$ cat src/verilog/acmp_defines.svh
`ifndef ACMP_DEFINES_SVH
`define ACMP_DEFINES_SVH

// Register byte addresses
`define ACMP_CTRL_ONE_ADDR  8'hac
`define ACMP_CTRL_TWO_ADDR  8'had
`define ACMP_IRQ_STAT_ADDR  8'hb0
`define ACMP_IRQ_CLR_ADDR   8'hb1
`define ACMP_IRQ_EN_ADDR    8'hb2

// Reset values
`define ACMP_CTRL_RESET     8'h00
`define ACMP_IRQ_EN_RESET   8'h00
`define ACMP_RDATA_IDLE     8'h00

// Control register field positions
`define ACMP_ON_BIT         5
`define ACMP_POS_BIT        4
`define ACMP_NEG_BIT        3
`define ACMP_DRIVE_BIT      2
`define ACMP_SYNCED_BIT     1
`define ACMP_FLAG_BIT       0

// Interrupt enable register field positions
`define ACMP_IEN_ONE_BIT    0
`define ACMP_IEN_TWO_BIT    1
`define ACMP_IEN_GLOBAL_BIT 7

// Settling time and clock rate
`define ACMP_SETTLE_US      10
`define ACMP_CLK_MHZ        100
`define ACMP_SETTLE_CYCLES  (`ACMP_SETTLE_US * `ACMP_CLK_MHZ)

// Number of comparators
`define ACMP_NUM_CMP        2

`endif

$ cat src/verilog/acmp_pkg.sv
package acmp_pkg;

    // Comparator control register layout
    typedef struct packed {
        logic [1:0] reserved;                // Always reads zero
        logic       comparator_on;           // Comparator enable
        logic       positive_input_select;   // Positive input choice
        logic       negative_input_select;   // 0 = external pin, 1 = internal reference
        logic       pin_drive_enable;        // Raw result to output pin
        logic       synced_result;           // Clock-synchronised result
        logic       result_change_flag;      // Sticky change flag
    } acmp_ctrl_s;

    // Settings sent to one analog core
    typedef struct packed {
        logic comparator_on;
        logic positive_input_select;
        logic negative_input_select;
    } acmp_core_cfg_s;

    // Bus access decode
    typedef enum logic [2:0] {
        ACMP_SEL_NONE,
        ACMP_SEL_CTRL_ONE,
        ACMP_SEL_CTRL_TWO,
        ACMP_SEL_IRQ_STAT,
        ACMP_SEL_IRQ_CLR,
        ACMP_SEL_IRQ_EN
    } acmp_sel_e;

endpackage

$ cat src/verilog/acmp_channel.sv
`timescale 1ns/1ps
`include "acmp_defines.svh"

module acmp_channel
    import acmp_pkg::*;
#(
    parameter int SETTLE_CYCLES = `ACMP_SETTLE_CYCLES,
    localparam int CW = $clog2(SETTLE_CYCLES + 1)
) (
    // Clock and reset
    input  wire logic clock_i,
    input  wire logic rst_i,
    // Control from register file
    input  wire logic enable_i,
    // Asynchronous result from the analog core
    input  wire logic raw_i,
    // Status to register file
    output logic      synced_o,
    output logic      change_o,
    output logic      settled_o
);

    logic          sync1_ff;       // First synchroniser stage, read only by sync2_ff
    logic          sync2_ff;       // Second synchroniser stage
    logic          synced_ff;      // Result as software sees it
    logic          change_ff;      // One-cycle change pulse
    logic [CW-1:0] settle_cnt_ff;  // Cycles since enable
    logic          settled_ff;     // Settling window over
    logic          nxt_synced;     // Next synced value

    ////////////////////////////////////////////////////////////////////////////
    // Two-stage synchroniser on the raw result
    always_ff @(posedge clock_i or posedge rst_i) begin
        if (rst_i) begin
            sync1_ff <= 1'b0;
            sync2_ff <= 1'b0;
        end else begin
            sync1_ff <= raw_i;
            sync2_ff <= sync1_ff;
        end
    end

    // Forced low while the comparator is off
    assign nxt_synced = enable_i & sync2_ff;

    // Synced result register
    always_ff @(posedge clock_i or posedge rst_i) begin
        if (rst_i) begin
            synced_ff <= 1'b0;
        end else begin
            synced_ff <= nxt_synced;
        end
    end

    ////////////////////////////////////////////////////////////////////////////
    // Settling counter, restarted on every enable; the core output is junk meanwhile
    always_ff @(posedge clock_i or posedge rst_i) begin
        if (rst_i) begin
            settle_cnt_ff <= '0;
            settled_ff    <= 1'b0;
        end else if (!enable_i) begin
            // Off: rearm for the next enable
            settle_cnt_ff <= '0;
            settled_ff    <= 1'b0;
        end else if (!settled_ff) begin
            settle_cnt_ff <= CW'(settle_cnt_ff + 1'b1);
            settled_ff    <= (settle_cnt_ff == CW'(SETTLE_CYCLES - 1));
        end
    end

    ////////////////////////////////////////////////////////////////////////////
    // Change pulse in either direction, only once settled so that start-up
    // glitches do not leave a stale flag behind
    always_ff @(posedge clock_i or posedge rst_i) begin
        if (rst_i) begin
            change_ff <= 1'b0;
        end else begin
            change_ff <= enable_i & settled_ff & (nxt_synced != synced_ff);
        end
    end

    assign synced_o  = synced_ff;
    assign change_o  = change_ff;
    assign settled_o = settled_ff;

    ////////////////////////////////////////////////////////////////////////////
    // Checks
    sync_latency_a: assert property (@(posedge clock_i) disable iff (rst_i)
        (enable_i && $past(enable_i) && $past(enable_i, 2)) |-> synced_ff == $past(raw_i, 3))
        else $error("synced result does not follow raw input after three edges");

    off_forces_zero_a: assert property (@(posedge clock_i) disable iff (rst_i)
        !$past(enable_i) |-> !synced_ff)
        else $error("synced result not zero while disabled");

    settle_count_a: assert property (@(posedge clock_i) disable iff (rst_i)
        $rose(settled_ff) |-> $past(settle_cnt_ff) == CW'(SETTLE_CYCLES - 1))
        else $error("settling window has wrong length");

    change_edge_a: assert property (@(posedge clock_i) disable iff (rst_i)
        ($past(enable_i) && $past(settled_ff) && $changed(synced_ff)) |-> change_ff)
        else $error("change of synced result not reported");

endmodule // acmp_channel

$ cat src/verilog/acmp_ctrl.sv
`timescale 1ns/1ps
`include "acmp_defines.svh"

module acmp_ctrl
    import acmp_pkg::*;
#(
    parameter int NUM_CMP       = `ACMP_NUM_CMP,
    parameter int SETTLE_CYCLES = `ACMP_SETTLE_CYCLES
) (
    // Clock and reset
    input  wire logic               clock_i,
    input  wire logic               rst_i,
    // Register port
    input  wire logic [7:0]         addr_i,
    input  wire logic [7:0]         wdata_i,
    input  wire logic               wr_i,
    input  wire logic               rd_i,
    output logic      [7:0]         rdata_o,
    // Analog core side
    input  wire logic [NUM_CMP-1:0] raw_result_i,
    output acmp_core_cfg_s [NUM_CMP-1:0] core_cfg_o,
    // Comparator output pins
    output logic      [NUM_CMP-1:0] cmp_pin_out_o,
    output logic      [NUM_CMP-1:0] cmp_pin_oe_o,
    // Status and interrupt
    output logic      [NUM_CMP-1:0] settled_o,
    output logic                    irq_o
);

    ////////////////////////////////////////////////////////////////////////////
    // Declarations
    acmp_ctrl_s [NUM_CMP-1:0] ctrl_ff;        // Control registers
    logic       [NUM_CMP-1:0] irq_en_ff;      // Per-comparator interrupt enables
    logic                     global_en_ff;   // Global interrupt enable
    logic                     irq_ff;         // Registered interrupt line
    logic       [7:0]         rdata_ff;       // Read data, valid one cycle
    logic       [NUM_CMP-1:0] synced;         // Synced results from channels
    logic       [NUM_CMP-1:0] change;         // Change pulses from channels
    logic       [NUM_CMP-1:0] settled;        // Settling done per channel
    logic       [NUM_CMP-1:0] flags;          // Flag vector view
    logic       [NUM_CMP-1:0] nxt_flags;      // Next flag values
    logic       [NUM_CMP-1:0] ctrl_wr;        // Write strobe per control register
    logic       [7:0]         nxt_rdata;      // Read mux output
    acmp_sel_e                sel;            // Decoded address

    ////////////////////////////////////////////////////////////////////////////
    // Address decode, shared by reads and writes
    always_comb begin
        unique case (addr_i)
            `ACMP_CTRL_ONE_ADDR: sel = ACMP_SEL_CTRL_ONE;
            `ACMP_CTRL_TWO_ADDR: sel = ACMP_SEL_CTRL_TWO;
            `ACMP_IRQ_STAT_ADDR: sel = ACMP_SEL_IRQ_STAT;
            `ACMP_IRQ_CLR_ADDR:  sel = ACMP_SEL_IRQ_CLR;
            `ACMP_IRQ_EN_ADDR:   sel = ACMP_SEL_IRQ_EN;
            default:             sel = ACMP_SEL_NONE;   // Unmapped
        endcase
    end

    // Control register write strobes
    assign ctrl_wr[0] = wr_i & (sel == ACMP_SEL_CTRL_ONE);
    assign ctrl_wr[1] = wr_i & (sel == ACMP_SEL_CTRL_TWO);

    ////////////////////////////////////////////////////////////////////////////
    // Comparator channels: synchroniser, settling timer, change detect
    generate
        for (genvar gi = 0; gi < NUM_CMP; gi++) begin : g_chan
            acmp_channel #(
                .SETTLE_CYCLES (SETTLE_CYCLES)
            ) u_chan (
                .clock_i   (clock_i),
                .rst_i     (rst_i),
                .enable_i  (ctrl_ff[gi].comparator_on),
                .raw_i     (raw_result_i[gi]),
                .synced_o  (synced[gi]),
                .change_o  (change[gi]),
                .settled_o (settled[gi])
            );
            assign flags[gi] = ctrl_ff[gi].result_change_flag;
        end
    endgenerate

    ////////////////////////////////////////////////////////////////////////////
    // Next flag value: software write via control byte or clear register,
    // hardware set applied last so it always wins
    always_comb begin
        nxt_flags = flags;
        for (int i = 0; i < NUM_CMP; i++) begin
            // Control byte write stores bit 0 as given
            if (ctrl_wr[i]) begin
                nxt_flags[i] = wdata_i[`ACMP_FLAG_BIT];
            end
            // Write-one-to-clear register
            if (wr_i && sel == ACMP_SEL_IRQ_CLR && wdata_i[i]) begin
                nxt_flags[i] = 1'b0;
            end
            // Hardware change; never cleared automatically
            if (change[i]) begin
                nxt_flags[i] = 1'b1;
            end
        end
    end

    ////////////////////////////////////////////////////////////////////////////
    // Control registers; reserved bits are not stored and read as zero
    always_ff @(posedge clock_i or posedge rst_i) begin
        if (rst_i) begin
            ctrl_ff <= {NUM_CMP{`ACMP_CTRL_RESET}};
        end else begin
            for (int i = 0; i < NUM_CMP; i++) begin
                if (ctrl_wr[i]) begin
                    ctrl_ff[i].comparator_on         <= wdata_i[`ACMP_ON_BIT];
                    ctrl_ff[i].positive_input_select <= wdata_i[`ACMP_POS_BIT];
                    ctrl_ff[i].negative_input_select <= wdata_i[`ACMP_NEG_BIT];
                    ctrl_ff[i].pin_drive_enable      <= wdata_i[`ACMP_DRIVE_BIT];
                end
                ctrl_ff[i].reserved           <= 2'b00;
                ctrl_ff[i].synced_result      <= synced[i];
                ctrl_ff[i].result_change_flag <= nxt_flags[i];
            end
        end
    end

    ////////////////////////////////////////////////////////////////////////////
    // Interrupt enable register
    always_ff @(posedge clock_i or posedge rst_i) begin
        if (rst_i) begin
            irq_en_ff    <= '0;
            global_en_ff <= 1'b0;
        end else if (wr_i && sel == ACMP_SEL_IRQ_EN) begin
            irq_en_ff[0] <= wdata_i[`ACMP_IEN_ONE_BIT];
            irq_en_ff[1] <= wdata_i[`ACMP_IEN_TWO_BIT];
            global_en_ff <= wdata_i[`ACMP_IEN_GLOBAL_BIT];
        end
    end

    // Level interrupt; priority arbitration is left to the interrupt controller
    always_ff @(posedge clock_i or posedge rst_i) begin
        if (rst_i) begin
            irq_ff <= 1'b0;
        end else begin
            irq_ff <= global_en_ff & |(irq_en_ff & flags);
        end
    end

    ////////////////////////////////////////////////////////////////////////////
    // Read mux
    always_comb begin
        nxt_rdata = `ACMP_RDATA_IDLE;
        unique case (sel)
            ACMP_SEL_CTRL_ONE: nxt_rdata = ctrl_ff[0];
            ACMP_SEL_CTRL_TWO: nxt_rdata = ctrl_ff[1];
            ACMP_SEL_IRQ_STAT: nxt_rdata = {6'h00, flags};
            ACMP_SEL_IRQ_EN: begin
                nxt_rdata[`ACMP_IEN_ONE_BIT]    = irq_en_ff[0];
                nxt_rdata[`ACMP_IEN_TWO_BIT]    = irq_en_ff[1];
                nxt_rdata[`ACMP_IEN_GLOBAL_BIT] = global_en_ff;
            end
            ACMP_SEL_IRQ_CLR:  nxt_rdata = `ACMP_RDATA_IDLE; // Write-only
            ACMP_SEL_NONE:     nxt_rdata = `ACMP_RDATA_IDLE; // Unmapped reads zero
        endcase
    end

    // Read data live only in the cycle after the strobe
    always_ff @(posedge clock_i or posedge rst_i) begin
        if (rst_i) begin
            rdata_ff <= `ACMP_RDATA_IDLE;
        end else begin
            rdata_ff <= rd_i ? nxt_rdata : `ACMP_RDATA_IDLE;
        end
    end

    ////////////////////////////////////////////////////////////////////////////
    // Outputs. The pin path is deliberately combinational from the raw core
    // result: it must switch without waiting for a clock edge.
    always_comb begin
        for (int i = 0; i < NUM_CMP; i++) begin
            core_cfg_o[i].comparator_on         = ctrl_ff[i].comparator_on;
            core_cfg_o[i].positive_input_select = ctrl_ff[i].positive_input_select;
            core_cfg_o[i].negative_input_select = ctrl_ff[i].negative_input_select;
            cmp_pin_oe_o[i]  = ctrl_ff[i].comparator_on & ctrl_ff[i].pin_drive_enable;
            cmp_pin_out_o[i] = cmp_pin_oe_o[i] & raw_result_i[i];
        end
    end

    assign rdata_o   = rdata_ff;
    assign irq_o     = irq_ff;
    assign settled_o = settled;

    ////////////////////////////////////////////////////////////////////////////
    // Checks
    set_beats_clear_a: assert property (@(posedge clock_i) disable iff (rst_i)
        change[0] |=> ctrl_ff[0].result_change_flag)
        else $error("hardware set lost against software clear");

    flag_sticky_a: assert property (@(posedge clock_i) disable iff (rst_i)
        (flags[0] && !wr_i) |=> flags[0])
        else $error("change flag cleared without a write");

    irq_gate_a: assert property (@(posedge clock_i) disable iff (rst_i)
        irq_ff |-> $past(global_en_ff) && ($past(irq_en_ff) & $past(flags)) != '0)
        else $error("interrupt raised without both enables and a flag");

    irq_raise_a: assert property (@(posedge clock_i) disable iff (rst_i)
        (global_en_ff && irq_en_ff[1] && flags[1]) |=> irq_ff)
        else $error("enabled flag did not raise interrupt");

    ctrl_write_a: assert property (@(posedge clock_i) disable iff (rst_i)
        ctrl_wr[1] |=> ctrl_ff[1].comparator_on == $past(wdata_i[`ACMP_ON_BIT])
                    && ctrl_ff[1].pin_drive_enable == $past(wdata_i[`ACMP_DRIVE_BIT]))
        else $error("control byte write not stored");

    read_window_a: assert property (@(posedge clock_i) disable iff (rst_i)
        !rd_i |=> rdata_ff == `ACMP_RDATA_IDLE)
        else $error("read data present outside read cycle");

    reserved_zero_a: assert property (@(posedge clock_i) disable iff (rst_i)
        (rd_i && sel == ACMP_SEL_CTRL_ONE) |=> rdata_ff[7:6] == 2'b00)
        else $error("reserved bits read nonzero");

    pin_drive_a: assert property (@(posedge clock_i) disable iff (rst_i)
        cmp_pin_oe_o[0] == (ctrl_ff[0].comparator_on && ctrl_ff[0].pin_drive_enable))
        else $error("pin drive enable wrong");

    synced_off_a: assert property (@(posedge clock_i) disable iff (rst_i)
        (!ctrl_ff[0].comparator_on && !$past(ctrl_ff[0].comparator_on, 2)) |-> !ctrl_ff[0].synced_result)
        else $error("synced result set while disabled");

    // Main scenarios
    flag_set_c:     cover property (@(posedge clock_i) disable iff (rst_i) change[0] ##1 flags[0]);
    irq_fire_c:     cover property (@(posedge clock_i) disable iff (rst_i) $rose(irq_ff));
    set_and_clr_c:  cover property (@(posedge clock_i) disable iff (rst_i)
        change[1] && wr_i && sel == ACMP_SEL_IRQ_CLR && wdata_i[1]);
    settle_done_c:  cover property (@(posedge clock_i) disable iff (rst_i) $rose(settled[0]));

endmodule // acmp_ctrl

$ cat config.mk
export PLATFORM = sky130hd
export DESIGN_NAME = acmp_ctrl
export DESIGN_NICKNAME = d
export VERILOG_FILES = /design/src/verilog/acmp_pkg.sv /design/src/verilog/acmp_channel.sv /design/src/verilog/acmp_ctrl.sv
export VERILOG_INCLUDE_DIRS = /design/src /design/src/verilog
export SDC_FILE = /design/constraint.sdc
export NUM_CORES = 1
export LEC_CHECK = 0
export BUFFER_PORTS_ARGS = -buffer_cell sky130_fd_sc_hd__buf_2
export CORE_MARGIN = 5
export CORE_UTILIZATION = 30
export CTS_BUF_LIST = sky130_fd_sc_hd__clkbuf_2
export DETAILED_ROUTE_END_ITERATION = 8
export HOLD_SLACK_MARGIN = 0.06
export PLACE_DENSITY = 0.55
export SLEW_MARGIN = 20
export SYNTH_ARGS = -nofsm -noshare
export SYNTH_HDL_FRONTEND = slang
export SYNTH_SLANG_ARGS = --single-unit
$ cat constraint.sdc
create_clock -name clock_i -period 2.54 [get_ports clock_i]
set_input_delay 0.381 -clock clock_i [delete_from_list [all_inputs] [get_ports clock_i]]
set_output_delay 0.381 -clock clock_i [all_outputs]
set_load 0.1 [all_outputs]
==> metrics.txt <==
# TYPE chip_impl_metric gauge
chip_impl_metric{name="yosysSeqAreaShare",unit="%"} 53.75
chip_impl_metric{name="globalRouteOverflowTotal",unit=""} 0
chip_impl_metric{name="setup_total_negative_slack",unit="ps"} 0
chip_impl_metric{name="antennaDiodeCount",unit=""} 0
chip_impl_metric{name="dr_wl_met2",unit="µm"} 1977
chip_impl_metric{name="die_h",unit="µm"} 100.7
chip_impl_metric{name="synth.distinct_cells",unit=""} 43
chip_impl_metric{name="layout-area-overhead-vs-synth",unit="%"} 12.63
chip_impl_metric{name="fmaxAchievable",unit="GHz"} 0.4677
chip_impl_metric{name="remaining_drc_errors",unit=""} 0
chip_impl_info{name="critical_path.endpoint",value="cmp_pin_out_o[1]"} 1
chip_impl_metric{name="post_synth_instance_area",unit="mm²"} 0.002467
chip_impl_metric{name="post-route-worst-setup-slack",unit="ps"} 401.6
chip_impl_metric{name="initial_utilization",unit="%"} 30.33
chip_impl_metric{name="multi_input_area",unit="mm²"} 0.001023
chip_impl_metric{name="preCtsSetupSlack",unit="ps"} 750.9
chip_impl_info{name="post-synth-top-area-cell",value="sky130_fd_sc_hd__dfrtp_1"} 1
chip_impl_metric{name="cts.htree.levels",unit=""} 2
chip_impl_metric{name="final-seq-area",unit="mm²"} 0.001326
chip_impl_metric{name="rr_worst_depth",unit=""} 4
chip_impl_metric{name="worstPathArrival",unit="ps"} 1760
chip_impl_metric{name="tritoncts_num_sinks",unit=""} 53
chip_impl_metric{name="timing.final.setup_violations",unit=""} 0
chip_impl_metric{name="final.hold.worst_slack",unit="ps"} 155.0
chip_impl_metric{name="fillers",unit=""} 822
chip_impl_metric{name="place_hpwl",unit="µm"} 3366
chip_impl_info{name="post_synth_most_frequent_cells",value="sky130_fd_sc_hd__dfrtp_1, sky130_fd_sc_hd__and2_1, sky130_fd_sc_hd__nand2_1, sky130_fd_sc_hd__xnor2_1, sky130_fd_sc_hd__buf_4"} 1
chip_impl_metric{name="dr_wl_met3",unit="µm"} 268
chip_impl_info{name="slowest_stage",value="sky130_fd_sc_hd__dfrtp_1"} 1
chip_impl_info{name="rsz_0062_raised_after_global_routing",value="no"} 1
chip_impl_metric{name="timing.critical_path.required",unit="ps"} 2160
chip_impl_info{name="worstReg2RegStart",value="g_chan[0].u_chan.settle_cnt_ff[0]"} 1
chip_impl_metric{name="grt_first_pass_wirelength",unit="µm"} 7893
chip_impl_metric{name="pwr-share-comb",unit="%"} 9.7
chip_impl_metric{name="detail_route.wl_per_cell",unit="µm"} 13.35
chip_impl_metric{name="fin_nets",unit=""} 272
chip_impl_metric{name="port-buffer-count",unit=""} 40
chip_impl_metric{name="finalWeightedCongestion",unit=""} 0.7579
chip_impl_metric{name="swShare",unit="%"} 26.29
chip_impl_metric{name="asyncSetResetFlopFracSynth",unit="%"} 100.0
chip_impl_metric{name="ir_drop",unit="mV"} 0.2736
chip_impl_metric{name="worstPathBufferInverterCount",unit=""} 1
chip_impl_info{name="r2r-end",value="g_chan[0].u_chan.settle_cnt_ff[6]"} 1
chip_impl_metric{name="max_cap_viol_count",unit=""} 0
chip_impl_info{name="startpoint",value="core_cfg_o[5]"} 1
chip_impl_metric{name="timing.clock.skew",unit="ps"} 7.477
chip_impl_metric{name="tritoncts.num_buffers",unit=""} 5
chip_impl_metric{name="drt-met1-wl",unit="µm"} 2415
chip_impl_metric{name="timing.final.crit_share",unit="%"} 84.19
chip_impl_metric{name="grt_usage",unit="%"} 9.869
chip_impl_info{name="status",value="finished clean"} 1
chip_impl_metric{name="viasPerCell",unit=""} 4.565
chip_impl_metric{name="crit_path_max_incr_delay",unit="ps"} 690
chip_impl_metric{name="io_pins",unit=""} 43
chip_impl_metric{name="setup.reg_to_reg.worst_slack",unit="ps"} 1070
chip_impl_metric{name="largest_net_degree_at_the_start_of_global_routing",unit=""} 54
chip_impl_metric{name="powerDensity",unit="mW/mm²"} 481.0
chip_impl_info{name="hold_class",value="in2reg"} 1
chip_impl_metric{name="min_period",unit="ps"} 2138
chip_impl_metric{name="p_sw",unit="µW"} 351.4
chip_impl_metric{name="finalHoldViolCount",unit=""} 0
chip_impl_metric{name="fin_area",unit="mm²"} 0.002779
chip_impl_metric{name="post-layout-total-power",unit="mW"} 1.337
chip_impl_metric{name="ctsLongestPathBuffers",unit=""} 2
chip_impl_metric{name="rows",unit=""} 33
chip_impl_metric{name="detail-route-antenna-nets",unit=""} 0
chip_impl_metric{name="fraction_of_final_layout_cells_with_drive_strength_greater_than_1",unit="%"} 24.10
chip_impl_metric{name="totalWireLength",unit="µm"} 4727
chip_impl_metric{name="synth-edff-count",unit=""} 0
chip_impl_metric{name="design.die.area",unit="mm²"} 0.01014
chip_impl_metric{name="mappedNetlistNets",unit=""} 237
chip_impl_info{name="post_synth_main_area_contributors",value="sky130_fd_sc_hd__dfrtp_1, sky130_fd_sc_hd__and2_1, sky130_fd_sc_hd__xnor2_1, sky130_fd_sc_hd__buf_4, sky130_fd_sc_hd__mux2_2"} 1
chip_impl_info{name="path_delay_family",value="flip-flops"} 1
chip_impl_info{name="ys.flop_type",value="sky130_fd_sc_hd__dfrtp_1"} 1
chip_impl_metric{name="number_of_antenna_violations_at_the_first_check_in_global_routing",unit=""} 0
chip_impl_metric{name="cellLeakagePower",unit="nW"} 1.382
chip_impl_metric{name="detailroute.via_count",unit=""} 1616
chip_impl_metric{name="ys_ff_latch",unit=""} 53
chip_impl_info{name="timing.critical_path.cells",value="and3_1, buf_2"} 1
chip_impl_metric{name="yosysWarnings",unit=""} 0
chip_impl_info{name="synth_most_common_cell",value="sky130_fd_sc_hd__dfrtp_1"} 1
chip_impl_metric{name="drv_slew",unit=""} 0
chip_impl_metric{name="detail_route.iter0.violations",unit=""} 65
chip_impl_metric{name="synth_top_cell_area_share",unit="%"} 53.75
chip_impl_metric{name="internal_power",unit="µW"} 985.3
chip_impl_metric{name="clk_transition_reported_paths",unit="ps"} 240
chip_impl_metric{name="core-area",unit="mm²"} 0.008134
chip_impl_metric{name="total_placed_instance_area",unit="mm²"} 0.002709
chip_impl_info{name="routed.top_layer",value="met4"} 1
chip_impl_metric{name="clock_latency",unit="ps"} 420
chip_impl_info{name="cts_tree",value="built"} 1
chip_impl_metric{name="synth_area_per_cell",unit="µm²"} 11.58
chip_impl_metric{name="cp_max_fo",unit=""} 18
chip_impl_metric{name="dieWidth",unit="µm"} 100.7
chip_impl_metric{name="power_frac_seq",unit="%"} 65.9
chip_impl_info{name="setup.worst_path.start_class",value="register"} 1
chip_impl_metric{name="drt_pass1_iterations",unit=""} 4
chip_impl_metric{name="stages_on_the_worst_setup_path",unit=""} 2
chip_impl_info{name="worst_setup_path_end_kind",value="output pin"} 1
chip_impl_info{name="setup.worst_path.class",value="reg2out"} 1
chip_impl_metric{name="power.clock.fraction",unit="%"} 24.4
chip_impl_metric{name="syn_inst",unit=""} 213
chip_impl_metric{name="via_count_of_the_first_global_routing_pass",unit=""} 1630
chip_impl_info{name="cts-root-buf",value="sky130_fd_sc_hd__clkbuf_2"} 1
chip_impl_metric{name="worstHoldPathCells",unit=""} 2
[final cells by class]
class / instances / share of cell area, %
well taps: 105 / 4.728
multi-input cells: 142 / 36.83
repair buffers: 44 / 9.005
clock buffers: 8 / 1.441
flip-flops and latches: 53 / 47.73
inverters: 2 / 0.2701
[state kept, by name, summed over array words and instances (netlist names)]
| register | count |
|---|---|
| rdata_o | 7 |
| ctrl_ff | 6 |
| core_cfg_o | 6 |
| g_chan.u_chan.settled_o | 2 |
| irq_o | 1 |
| g_chan.u_chan.change_o | 2 |
| g_chan.u_chan.sync1_ff | 2 |
| g_chan.u_chan.settle_cnt_ff | 20 |
| irq_en_ff | 2 |
| g_chan.u_chan.sync2_ff | 2 |
| global_en_ff | 1 |
| g_chan.u_chan.synced_o | 2 |
[per-layer routing]
| layer | GRT usage, % | vias up |
|---|---|---|
| met2 | 14.13 | 41 |
| li1 | - | 795 |
| met1 | 14.19 | 776 |
| met3 | 2.422 | 4 |
| met4 | 4.041 | 0 |
| met5 | 0 | - |
[power by group through the flow]
stage	clock network (mW)	registers [mW]	logic [mW]
floorplan	0	0.888	0.0994
global placement	0	0.896	0.127
detailed placement	0	0.896	0.128
CTS	0.348	0.882	0.132
global route	0.379	0.886	0.141
finish	0.326	0.881	0.130
[cells by family after synthesis]
family                     synth area share, %
and+or+nand+nor                          20.94
DFF                                      53.75
AOI/OAI and AO/OA                        5.882
buffers and inverters                    4.766
xor gates and xnor gates                 6.034
muxes                                    7.454
adders and majority gates                1.014
other                                   0.1520
[worst min path at each step]
stage                               from                        end  slack, ps
5_1_grt                       wdata_i[2]                ctrl_ff[10]        120
4_1_cts                       wdata_i[7]               global_en_ff        130
3_3_place_gp   g_chan[0].u_chan.sync1_ff  g_chan[0].u_chan.sync2_ff        340
6_report                      wdata_i[7]               global_en_ff        150
2_1_floorplan  g_chan[0].u_chan.sync1_ff  g_chan[0].u_chan.sync2_ff        330
3_5_place_dp   g_chan[0].u_chan.sync1_ff  g_chan[0].u_chan.sync2_ff        340
[through the flow]
step                      std cells  utilization [%]
after global placement          343            33.30
after global routing            354            34.16
after detailed placement        343            33.30
final                           354            34.16
after floorplan                 213                -
after CTS                       354            34.16
[timing repair]
item / 4_1_cts / 5_1_grt
hold buffers: 3 / 0
hold endpoints to repair: 55 / 0
buffers inserted: 0 / 0
resized for setup: 0 / 0
[placed cells by master (no fill, tap or decap), types with 2 or more instances in the layout]
cell type | netlist | final
sky130_fd_sc_hd__ha_1 | 2 | 2
sky130_fd_sc_hd__nand2_1 | 10 | 10
sky130_fd_sc_hd__o21ai_0 | 5 | 5
sky130_fd_sc_hd__xnor2_1 | 10 | 10
sky130_fd_sc_hd__nand3b_1 | 2 | 2
sky130_fd_sc_hd__and3_1 | 8 | 8
sky130_fd_sc_hd__mux2i_1 | 6 | 6
sky130_fd_sc_hd__a21boi_0 | 4 | 4
sky130_fd_sc_hd__o21a_1 | 2 | 2
sky130_fd_sc_hd__nor2b_1 | 4 | 4
sky130_fd_sc_hd__nand4_1 | 2 | 2
sky130_fd_sc_hd__dfrtp_1 | 53 | 53
sky130_fd_sc_hd__dlygate4sd3_1 | 0 | 3
sky130_fd_sc_hd__clkbuf_2 | 0 | 8
sky130_fd_sc_hd__a21oi_1 | 3 | 3
sky130_fd_sc_hd__nand3_1 | 6 | 6
sky130_fd_sc_hd__buf_2 | 1 | 40
sky130_fd_sc_hd__nor2_1 | 7 | 7
sky130_fd_sc_hd__and3b_1 | 2 | 2
sky130_fd_sc_hd__nand2b_1 | 2 | 2
sky130_fd_sc_hd__nor3_1 | 6 | 6
sky130_fd_sc_hd__mux2_2 | 6 | 6
sky130_fd_sc_hd__mux2_1 | 5 | 5
sky130_fd_sc_hd__or3_1 | 3 | 3
sky130_fd_sc_hd__a21o_1 | 2 | 2
sky130_fd_sc_hd__and2_1 | 19 | 19
sky130_fd_sc_hd__xor2_1 | 7 | 7
sky130_fd_sc_hd__nand4b_1 | 6 | 6
Power figures use the tool's default switching activity.
